==> src/hdl/ext_int_regs.svh <==
// register offsets, field positions, reset values and timing counts
// assumes inclusion by the package only, whose macros the control block then uses
`ifndef EXT_INT_REGS_SVH
`define EXT_INT_REGS_SVH

// ---------------------------------------------------------------
// clock and timing
// ---------------------------------------------------------------
`define CLK_PERIOD_NS 8
`define LF_PERIOD_NS 30518
`define LF_DIV_CYC (`LF_PERIOD_NS / `CLK_PERIOD_NS)
`define LF_PRESCALE 4

// ---------------------------------------------------------------
// register indices (byte address four times the index) and byte addresses
// ---------------------------------------------------------------
`define IDX_POWER_GATE 14'hf77
`define IDX_CHAN1_CTRL 14'hfd8
`define IDX_CHAN2_CTRL 14'hfd9
`define ADDR_IRQ_STATUS 16'h0000
`define ADDR_IRQ_MASK 16'h0004
`define ADDR_MODE 16'h0008

// ---------------------------------------------------------------
// fields
// ---------------------------------------------------------------
`define PGATE_WIDTH 6
`define CTRL_SAMP_LSB 0
`define CTRL_EDGE_LSB 2
`define CTRL_LVL_BIT 4
`define MODE_SLOW_BIT 0

// ---------------------------------------------------------------
// reset values
// ---------------------------------------------------------------
`define RST_POWER_GATE 6'h00
`define RST_CHAN_CTRL 8'h00
`define RST_IRQ_MASK 2'h0

`endif

==> src/hdl/ext_int_pkg.sv <==
// types shared by the external interrupt control block
// assumes ext_int_regs.svh is on the include path
`include "ext_int_regs.svh"

package ext_int_pkg;

    // ---------------------------------------------------------------
    // edge select codes
    // ---------------------------------------------------------------
    typedef enum logic [1:0] {
        edge_rise = 2'h0,
        edge_fall = 2'h1,
        edge_both = 2'h2,
        edge_rsvd = 2'h3
    } edge_sel_t;

    // ---------------------------------------------------------------
    // whole state of the control block
    // ---------------------------------------------------------------
    typedef struct packed {
        logic pready;
        logic pslverr;
        logic [31:0] prdata;
        logic [`PGATE_WIDTH-1:0] pgate;
        logic [1:0][1:0] edge_sel;
        logic [1:0][1:0] samp_sel;
        logic [1:0] lvl;
        logic [1:0] status;
        logic [1:0] mask;
        logic slow;
        logic [15:0] lf_cnt;
        logic [1:0] lf_q;
        logic [1:0][3:0] div_cnt;
        logic [1:0] sync1;
        logic [1:0] sync2;
        logic [1:0][2:0] nc_shift;
        logic [1:0] filt;
        logic [1:0] req;
        logic irq;
    } state_t;

endpackage

==> src/hdl/ext_int_ctrl.sv <==
// external interrupt input control: power gating, noise canceller,
// edge detection and interrupt latches for channels 1 and 2, on apb
// assumes external pins are asynchronous, one clock pclk at 125 mhz

module ext_int_ctrl
    import ext_int_pkg::*;
#(
    parameter logic [15:0] LF_DIV = 16'(`LF_DIV_CYC)
) (
    input wire logic pclk,
    input wire logic presetn,
    input wire logic psel,
    input wire logic penable,
    input wire logic pwrite,
    input wire logic [31:0] paddr,
    input wire logic [31:0] pwdata,
    output logic [31:0] prdata,
    output logic pready,
    output logic pslverr,
    input wire logic [1:0] ext_int_pin,
    input wire logic [1:0] int_accept,
    output logic [1:0] chan_req,
    output logic [1:0] chan_filtered,
    output logic irq
);

    // ---------------------------------------------------------------
    // state and next state
    // ---------------------------------------------------------------
    state_t r_ff;
    state_t nxt_r;

    logic lf_tick;
    logic lf4_tick;
    logic [1:0] tick;
    logic [1:0] edge_hit;
    logic acc_wr;
    logic acc_rd;
    logic [31:0] rd_word;
    logic rd_hit;
    logic [1:0] w1c;

    // ---------------------------------------------------------------
    // helpers
    // ---------------------------------------------------------------
    function automatic logic [31:0] idx_addr(input logic [13:0] idx);
        return {16'h0000, idx, 2'b00};
    endfunction

    function automatic logic [3:0] samp_limit(input logic [1:0] sel);
        logic [3:0] lim;
        lim = 4'h0;
        unique case (sel)
            2'h0: lim = 4'h0;
            2'h1: lim = 4'h3;
            2'h2: lim = 4'h7;
            2'h3: lim = 4'hf;
        endcase
        return lim;
    endfunction

    function automatic logic edge_match(input logic [1:0] sel, input logic now_high);
        logic m;
        m = 1'b0;
        unique case (edge_sel_t'(sel))
            edge_rise: m = now_high;
            edge_fall: m = ~now_high;
            edge_both: m = 1'b1;
            edge_rsvd: m = 1'b0;
        endcase
        return m;
    endfunction

    // ---------------------------------------------------------------
    // apb read decode
    // ---------------------------------------------------------------
    always_comb begin
        rd_word = 32'h0000_0000;
        rd_hit = 1'b1;
        if (paddr == idx_addr(`IDX_POWER_GATE)) begin
            rd_word = {26'h0, r_ff.pgate};
        end else if (paddr == idx_addr(`IDX_CHAN1_CTRL)) begin
            rd_word = {27'h0, r_ff.lvl[0], r_ff.edge_sel[0], r_ff.samp_sel[0]};
        end else if (paddr == idx_addr(`IDX_CHAN2_CTRL)) begin
            rd_word = {27'h0, r_ff.lvl[1], r_ff.edge_sel[1], r_ff.samp_sel[1]};
        end else if (paddr == {16'h0, `ADDR_IRQ_STATUS}) begin
            rd_word = {30'h0, r_ff.status};
        end else if (paddr == {16'h0, `ADDR_IRQ_MASK}) begin
            rd_word = {30'h0, r_ff.mask};
        end else if (paddr == {16'h0, `ADDR_MODE}) begin
            rd_word = {31'h0, r_ff.slow};
        end else begin
            rd_hit = 1'b0;
        end
    end

    // ---------------------------------------------------------------
    // low-frequency clock enables
    // ---------------------------------------------------------------
    always_comb begin
        lf_tick = (r_ff.lf_cnt >= LF_DIV - 16'h0001);
        lf4_tick = lf_tick && (r_ff.lf_q == 2'(`LF_PRESCALE - 1));
    end

    // ---------------------------------------------------------------
    // next state
    // ---------------------------------------------------------------
    always_comb begin
        nxt_r = r_ff;
        tick = 2'b00;
        edge_hit = 2'b00;
        w1c = 2'b00;

        // apb slave with one wait state
        acc_wr = psel && penable && r_ff.pready && pwrite;
        acc_rd = psel && penable && !r_ff.pready;
        nxt_r.pready = acc_rd;
        nxt_r.pslverr = acc_rd && !rd_hit;
        if (acc_rd) begin
            nxt_r.prdata = pwrite ? 32'h0000_0000 : rd_word;
        end

        // low-frequency divider
        if (lf_tick) begin
            nxt_r.lf_cnt = 16'h0000;
            nxt_r.lf_q = r_ff.lf_q + 2'h1;
        end else begin
            nxt_r.lf_cnt = r_ff.lf_cnt + 16'h0001;
        end

        // register writes
        if (acc_wr) begin
            if (paddr == idx_addr(`IDX_POWER_GATE)) begin
                nxt_r.pgate = pwdata[`PGATE_WIDTH-1:0];
            end
            if (paddr == idx_addr(`IDX_CHAN1_CTRL) && r_ff.pgate[1]) begin
                nxt_r.samp_sel[0] = pwdata[`CTRL_SAMP_LSB +: 2];
                nxt_r.edge_sel[0] = pwdata[`CTRL_EDGE_LSB +: 2];
            end
            if (paddr == idx_addr(`IDX_CHAN2_CTRL) && r_ff.pgate[2]) begin
                nxt_r.samp_sel[1] = pwdata[`CTRL_SAMP_LSB +: 2];
                nxt_r.edge_sel[1] = pwdata[`CTRL_EDGE_LSB +: 2];
            end
            if (paddr == {16'h0, `ADDR_IRQ_STATUS}) begin
                w1c = pwdata[1:0];
            end
            if (paddr == {16'h0, `ADDR_IRQ_MASK}) begin
                nxt_r.mask = pwdata[1:0];
            end
            if (paddr == {16'h0, `ADDR_MODE}) begin
                nxt_r.slow = pwdata[`MODE_SLOW_BIT];
            end
        end

        // channels 1 and 2
        for (int c = 0; c < 2; c++) begin
            nxt_r.sync1[c] = ext_int_pin[c];
            nxt_r.sync2[c] = r_ff.sync1[c];
            nxt_r.req[c] = 1'b0;
            if (!r_ff.pgate[c+1]) begin
                // gated channel clears its divider count and its sample and edge selects
                nxt_r.div_cnt[c] = 4'h0;
                nxt_r.samp_sel[c] = 2'h0;
                nxt_r.edge_sel[c] = 2'h0;
            end else begin
                if (r_ff.slow) begin
                    tick[c] = lf4_tick;
                    nxt_r.div_cnt[c] = 4'h0;
                end else begin
                    tick[c] = r_ff.div_cnt[c] >= samp_limit(r_ff.samp_sel[c]);
                    nxt_r.div_cnt[c] = tick[c] ? 4'h0 : r_ff.div_cnt[c] + 4'h1;
                end
                if (tick[c]) begin
                    nxt_r.nc_shift[c] = {r_ff.nc_shift[c][1:0], r_ff.sync2[c]};
                    // three agreeing samples move the filtered level
                    if ((&nxt_r.nc_shift[c] || ~|nxt_r.nc_shift[c])
                        && nxt_r.nc_shift[c][0] != r_ff.filt[c]) begin
                        nxt_r.filt[c] = nxt_r.nc_shift[c][0];
                        edge_hit[c] = edge_match(r_ff.edge_sel[c], nxt_r.filt[c]);
                    end
                end
                if (edge_hit[c]) begin
                    nxt_r.req[c] = 1'b1;
                    nxt_r.lvl[c] = nxt_r.filt[c];
                end
            end
            // set wins over software clear and acceptance
            nxt_r.status[c] = (r_ff.status[c] && !w1c[c] && !int_accept[c])
                || r_ff.req[c];
        end

        nxt_r.irq = |(nxt_r.status & nxt_r.mask);
    end

    // ---------------------------------------------------------------
    // state register
    // ---------------------------------------------------------------
    always_ff @(posedge pclk or negedge presetn) begin
        if (!presetn) begin
            r_ff <= '0;
        end else begin
            r_ff <= nxt_r;
        end
    end

    // ---------------------------------------------------------------
    // outputs
    // ---------------------------------------------------------------
    assign prdata = r_ff.prdata;
    assign pready = r_ff.pready;
    assign pslverr = r_ff.pslverr;
    assign chan_req = r_ff.req;
    assign chan_filtered = r_ff.filt;
    assign irq = r_ff.irq;

endmodule

==> config.mk <==
export PLATFORM = sky130hd
export DESIGN_NAME = ext_int_ctrl
export DESIGN_NICKNAME = d
export VERILOG_FILES = /design/src/hdl/ext_int_pkg.sv /design/src/hdl/ext_int_ctrl.sv
export VERILOG_INCLUDE_DIRS = /design/src /design/src/hdl
export SDC_FILE = /design/constraint.sdc
export NUM_CORES = 1
export LEC_CHECK = 0
export ABC_AREA = 1
export BUFFER_PORTS_ARGS = -buffer_cell sky130_fd_sc_hd__buf_4
export CAP_MARGIN = 20
export CORE_MARGIN = 5
export CORE_UTILIZATION = 48
export DETAILED_ROUTE_END_ITERATION = 16
export GPL_TIMING_DRIVEN = 0
export PLACE_DENSITY_LB_ADDON = 0.2
export SKIP_LAST_GASP = 1
export SYNTH_ARGS = -nofsm -noshare
export SYNTH_HDL_FRONTEND = slang
export SYNTH_SLANG_ARGS = --single-unit
==> constraint.sdc <==
create_clock -name pclk -period 1.79 [get_ports pclk]
set_input_delay 0.179 -clock pclk [delete_from_list [all_inputs] [get_ports pclk]]
set_output_delay 0.179 -clock pclk [all_outputs]
set_load 0.02 [all_outputs]
==> results_dict.tcl, run 1 <==
set metrics [dict create \
    yosysUniqueCellTypes 39 \
    drive_above_1_share 0.306 \
    track_usage 0.180 \
    synth-async-reset-ratio 1.00 \
    htreeDepth 3 \
    endpoint_kind "register" \
    place_congestion 0.822 \
    grt_max_degree 69 \
    power.switching_w 0.000776 \
    cp.arrival_ps 2050 \
    start_util 0.489 \
    clock_skew_ps 9.70 \
    crit_required_ps 2060 \
    synth_most_common_cell "nand2_1" \
    grt_pass1_wl_mm 14.7 \
    grt_antenna_before_repair 0 \
    crit_path_max_fanout 5 \
    cts_buffers 9 \
    synth-seq-cells 68 \
    synth_common_cells "110 x nand2_1, 68 x dfrtp_1, 53 x nor2_1" \
    maxCapViolCount 0 \
    finalHoldViolCount 0 \
    coreArea_um2 8180 \
    cts_tree "yes" \
    drt_first_pass_iters 4 \
    ios 112 \
    post-route-drc-count 0 \
    switching_share 0.253 \
    setup.worst_path.start_class "register" \
    crit_type "register to register" \
    syn_area_um2 4000 \
    grt_pass1_vias 3276 \
    syn2layout_area_growth_pct 24.3 \
    intPower_w 0.00229 \
    critPathMaxStageDelay_ps 400 \
    io_buffers 59 \
    yosysSeqAreaShare 0.426 \
    cp_top_family "simple AND/OR/NAND/NOR gates" \
    period_needed_ps 1770 \
    syn_avg_cell_area_um2 8.21 \
    nets 681 \
    hold_path.class "input port to register" \
    fmax_mhz 564 \
    p_comb_frac 0.124 \
    setup_viol 0 \
    place_ws_ps -135 \
    synth-edff-count 0 \
    rsz0062_at_grt "true" \
    first_iter_violations 133 \
    cts_sinks 68 \
    wl_mm 8.67 \
    route.met2.wl_mm 4.40 \
    die_h_um 101 \
    crit_buf_inv 1 \
    clk_pin_slew_ps 70 \
    wl_per_cell_um 12.3 \
    leakage_nw 2.60 \
    synth_largest_area_cell "dfrtp_1" \
    min_period_over_period 0.991 \
    die_w_um 101 \
    rows 33 \
    yosys_warnings 0 \
    num_vias 3344 \
    path_cells "nor2_2 > inv_1 > ha_1 > o21ai_1 > nand2_1 > a21oi_2 > o21ai_4 > or2_4 > nor2_1" \
    cts_buffer_depth 2 \
    pwr_density_cell_nw_per_um2 617 \
    n_antenna_cell 0 \
    overflow 0 \
    finalSetupTns_ps 0 \
    antenna_left 0 \
    ir_drop_v 0.000547 \
    route.met3.wl_um 425 \
    utilization 0.607 \
    die_area_um2 10300 \
    outcome "finished clean" \
    crit_slowest_cell "dfrtp_1" \
    synth_top_area_share 0.426 \
    clk_latency_ps 340 \
    relSlewSlack 0.419 \
    worstMarginPinSlew_ps 872 \
    dp_hpwl_mm 6.61 \
    vias_per_cell 4.75 \
    synth_cells 487 \
    m1WireLength_mm 3.70 \
    pwr-share-seq 0.521 \
    cts-root-buf "clkbuf_8" \
    slew_violations 0 \
    top_layer "met4" \
    synth.area.top_cells "dfrtp_1 43%, nand2_1 10%, buf_4 6.8%, nor2_1 5.0%, ha_1 4.4%" \
    pwr-share-clk 0.355 \
    setup_ws_ps 16.6 \
    yosys_most_used_dff "dfrtp_1" \
]
power by group through the flow:
| stage | logic [W] | registers (W) | clock network (W) |
|---|---|---|---|
| after floorplan | 0.000226 | 0.00162 | 0 |
| after global placement | 0.000368 | 0.00162 | 0 |
| after detailed placement | 0.000376 | 0.00162 | 0 |
| after CTS | 0.000380 | 0.00160 | 0.00113 |
| after global routing | 0.000421 | 0.00160 | 0.00119 |
| final | 0.000380 | 0.00160 | 0.00109 |
routing by layer:
| metal | vias up | GRT usage |
|---|---|---|
| li1 | 1693 | - |
| met5 | - | 0 |
| met2 | 67 | 0.306 |
| met4 | 0 | 0.0573 |
| met1 | 1570 | 0.227 |
| met3 | 14 | 0.0393 |
final cells by class:
| class | instances | area (um2) |
|---|---|---|
| multi-input combinational | 356 | 1980 |
| fill | 738 | 3210 |
| tap | 105 | 131 |
| inverter | 54 | 203 |
| buffer | 38 | 280 |
| sequential | 68 | 1700 |
| clock buffer | 14 | 153 |
| clock inverter | 2 | 10.0 |
| timing repair buffer | 67 | 510 |
final timing paths:
kind	cells past startpoint	from	end	slack [ps]
setup / recovery	9	r_ff[51]	r_ff[21]	20
min in group asynchronous	2	presetn	r_ff[28]	480
hold reg to reg	0	nxt_r[12]	r_ff[12]	350
hold / removal	2	int_accept[1]	r_ff[45]	70
max in group asynchronous	2	presetn	r_ff[40]	720
setup reg to reg	9	r_ff[51]	r_ff[21]	20
sequential cells by signal (all words and copies together) (netlist names):
name	cells
irq	1
prdata	6
r_ff	53
chan_req	2
pslverr	1
pready	1
nxt_r	2
chan_filtered	2
placed cells by master, fill, tap and decap left out, types with 6 or more instances in the layout:
| cell | count |
|---|---|
| nand2_1 | 105 |
| buf_4 | 100 |
| dfrtp_1 | 68 |
| nor2_1 | 46 |
| inv_1 | 44 |
| nand3_1 | 32 |
| conb_1 | 30 |
| nor2_2 | 17 |
| o21ai_1 | 14 |
| ha_1 | 14 |
| nand2_2 | 12 |
| o21ai_0 | 12 |
| clkbuf_8 | 10 |
| inv_2 | 9 |
| nor3_1 | 8 |
| nand2_4 | 6 |
| nor2_4 | 6 |
| xor2_1 | 6 |
worst register-to-register path, delay by kind of cell, from the launching register on:
family                     cells  cell delay (ps)
adders and majority gates      1              270
and+or+nand+nor                4              590
buffers and inverters          1               60
DFF                            1              400
AOI/OAI and AO/OA              3              420
cell families (layout without fill, tap and decap cells):
family	count (synthesis)	count (layout)	share of synthesized area
simple gates	257	257	0.320
xor+xnor	9	9	0.0197
flops	68	68	0.426
other cells	1	30	0.000938
compound gates	43	43	0.0604
fa+ha+maj	14	14	0.0438
buf+inv	92	175	0.121
mux	3	3	0.00845
repair_timing:
action,in CTS,in global routing
cloned,0,0
hold buffers,3,0
endpoints found under the hold margin,70,0
buffers inserted,5,0
resized for setup,10,10
pin swaps,8,11
endpoints found under the setup margin,12,13
metrics by stage:
step	cell area [um2]	power (W)	hold WS [ps]	std cells
finish	4970	0.00307	69.9	704
global route	4970	0.00321	60.5	704
CTS	4940	0.00311	49.0	704
detailed placement	4680	0.00200	289	680
global placement	4680	0.00199	288	680
floorplan	4110	0.00185	-117	516
Note: power is estimated with default switching activity, not from simulation.
==> inputs of run 2 (changes only) <==
--- a/config.mk
+++ b/config.mk
@@ -6,11 +6,10 @@
 export SDC_FILE = /design/constraint.sdc
 export NUM_CORES = 1
 export LEC_CHECK = 0
-export ABC_AREA = 1
 export BUFFER_PORTS_ARGS = -buffer_cell sky130_fd_sc_hd__buf_4
 export CAP_MARGIN = 20
 export CORE_MARGIN = 5
-export CORE_UTILIZATION = 48
+export CORE_UTILIZATION = 47
 export DETAILED_ROUTE_END_ITERATION = 16
 export GPL_TIMING_DRIVEN = 0
 export PLACE_DENSITY_LB_ADDON = 0.2
==> results_dict.tcl, run 2 <==
set metrics [dict create \
    slew_violations 0 \
    post-route-drc-count 0 \
    p_comb_frac 0.101 \
    grt_antenna_before_repair 0 \
    finalSetupTns_ps -2520 \
    cts_sinks 68 \
    crit_buf_inv 0 \
    grt_busiest_layer "met2" \
    first_iter_violations 104 \
    clk_pin_slew_ps 70 \
    setup_viol 16 \
    relSlewSlack 0.435 \
    start_util 0.477 \
    setup.worst_path.start_class "register" \
    setup_ws_ps -324 \
    final_common_cell "buf_4" \
    yosysUniqueCellTypes 49 \
    yosys_most_used_dff "dfrtp_1" \
    io_buffers 58 \
    place_ws_ps -350 \
    syn_avg_cell_area_um2 10.3 \
    grt_pass1_wl_mm 13.0 \
    pwr_density_cell_nw_per_um2 680 \
    clk_latency_ps 340 \
    path_cells "or2_4 > ha_4 > nand2b_4 > a21o_1 > a31oi_4 > nand2b_4 > nor3_4 > mux2_4" \
    track_usage 0.167 \
    synth-seq-cells 68 \
    top_register "r_ff" \
    grtUsageMet1 0.208 \
    met3_usage 0.0493 \
    rsz0062_at_grt "true" \
    grt_max_degree 69 \
    fmax_mhz 473 \
    final_cell_mix "108 x buf_4, 68 x dfrtp_1, 30 x conb_1" \
    synth_top_area_share 0.469 \
    worstMarginPinSlew_ps 847 \
    utilization 0.661 \
    crit_type "register to register" \
    pwr-share-seq 0.466 \
    drt_first_pass_iters 4 \
    hold_path.class "input port to register" \
    cp_common_cell "nand2b_4" \
    synth.area.top_cells "dfrtp_1 47%, buf_4 7.4%, mux2_2 5.6%, ha_1 4.8%, nor2_1 3.6%" \
    yosysSeqAreaShare 0.469 \
    crit_required_ps 2010 \
    vias_per_cell 4.93 \
    cts_tree "yes" \
    antenna_left 0 \
    num_vias 2848 \
    synth-async-reset-ratio 1.00 \
    grt_pass1_vias 2761 \
    clock_skew_ps 8.47 \
    yosys_warnings 0 \
    cp_top_family "simple AND/OR/NAND/NOR gates" \
    finalPower_w 0.00342 \
    power.switching_w 0.000761 \
    die_w_um 97.9 \
    intPower_w 0.00266 \
    leakage_nw 2.33 \
    overflow 0 \
    min_period_over_period 1.18 \
    largest_register_ffs 53 \
    cts_buffers 9 \
    coreArea_um2 7610 \
    cts-root-buf "clkbuf_8" \
    grt_use_met2 0.279 \
    wl_mm 7.99 \
    wl_per_cell_um 13.8 \
    synth_most_common_cell "dfrtp_1" \
    rows 32 \
    nets 558 \
    syn_area_um2 3630 \
    outcome "complete, but fails checks" \
    htreeDepth 3 \
    cp.arrival_ps 2330 \
    dp_hpwl_mm 5.74 \
    crit_slowest_cell "dfrtp_1" \
    drive_above_1_share 0.403 \
    finalHoldViolCount 0 \
    synth_cells 353 \
    synth_largest_area_cell "dfrtp_1" \
    synth-edff-count 0 \
    period_needed_ps 2110 \
    switching_share 0.223 \
    syn2layout_area_growth_pct 38.6 \
    crit_path_max_fanout 4 \
    pwr-share-clk 0.433 \
    critPathMaxStageDelay_ps 410 \
    ios 112 \
    ir_drop_v 0.000752 \
    endpoint_kind "register" \
    violations "negative setup slack" \
    die_area_um2 9580 \
    die_h_um 97.9 \
    place_congestion 0.881 \
    synth_common_cells "68 x dfrtp_1, 36 x buf_4, 35 x nor2_1" \
    maxCapViolCount 0 \
    n_antenna_cell 0 \
    cts_buffer_depth 2 \
]
[run 2: final cells by class]
type | instances | area (um2)
buffer | 40 | 293
clock buffer | 11 | 131
clock inverter | 5 | 100
fill | 633 | 2580
inverter | 19 | 71.3
multi-input combinational | 255 | 2000
sequential | 68 | 1700
tap | 102 | 128
timing repair buffer | 78 | 604
[run 2: cell families (layout without fill, tap and decap cells)]
group,after synthesis,after routing,synth area share
compound gates,39,39,0.0745
xor+xnor,14,14,0.0338
fa+ha+maj,14,14,0.0483
buf+inv,59,153,0.0983
flops,68,68,0.469
mux,30,30,0.0890
other cells,1,30,0.00103
simple gates,128,128,0.186
[run 2: path summary, 6_finish.rpt]
check / startpoint / endpoint / slack, ps / cells after the start
worst max-delay path: r_ff[49] / r_ff[46] / -320 / 8
worst min-delay path: pwdata[4] / r_ff[60] / 80 / 2
worst max register to register: r_ff[49] / r_ff[46] / -320 / 8
worst min register to register: nxt_r[11] / r_ff[11] / 350 / 0
max in group asynchronous: presetn / r_ff[33] / 740 / 2
min in group asynchronous: presetn / r_ff[43] / 470 / 2
[run 2: power by group through the flow]
stage | registers [W] | logic, W | clock network, W
6_report | 0.00159 | 0.000344 | 0.00148
5_1_grt | 0.00160 | 0.000382 | 0.00158
4_1_cts | 0.00159 | 0.000336 | 0.00152
3_5_place_dp | 0.00162 | 0.000327 | 0
3_3_place_gp | 0.00162 | 0.000322 | 0
2_1_floorplan | 0.00162 | 0.000175 | 0
[run 2: timing repair]
action / in CTS / in global routing
gates cloned: 0 / 1
pin swaps: 11 / 18
endpoints found under the setup margin: 24 / 29
endpoints found under the hold margin: 70 / 0
gates resized for setup: 11 / 32
hold buffers: 3 / 0
setup buffers: 10 / 6
[run 2: through the flow]
step	cells	area [um2]	hold slack, ps
4_1_cts	571	4850	61.4
3_3_place_gp	542	4460	289
5_1_grt	578	5030	66.1
6_report	578	5030	78.8
3_5_place_dp	542	4460	290
2_1_floorplan	382	3900	-117
[run 2: per-layer routing]
layer | up-vias | routed length (um)
met3 | 10 | 446
met2 | 79 | 4030
met1 | 1338 | 3430
met4 | 0 | 83
met5 | - | 0
li1 | 1421 | -
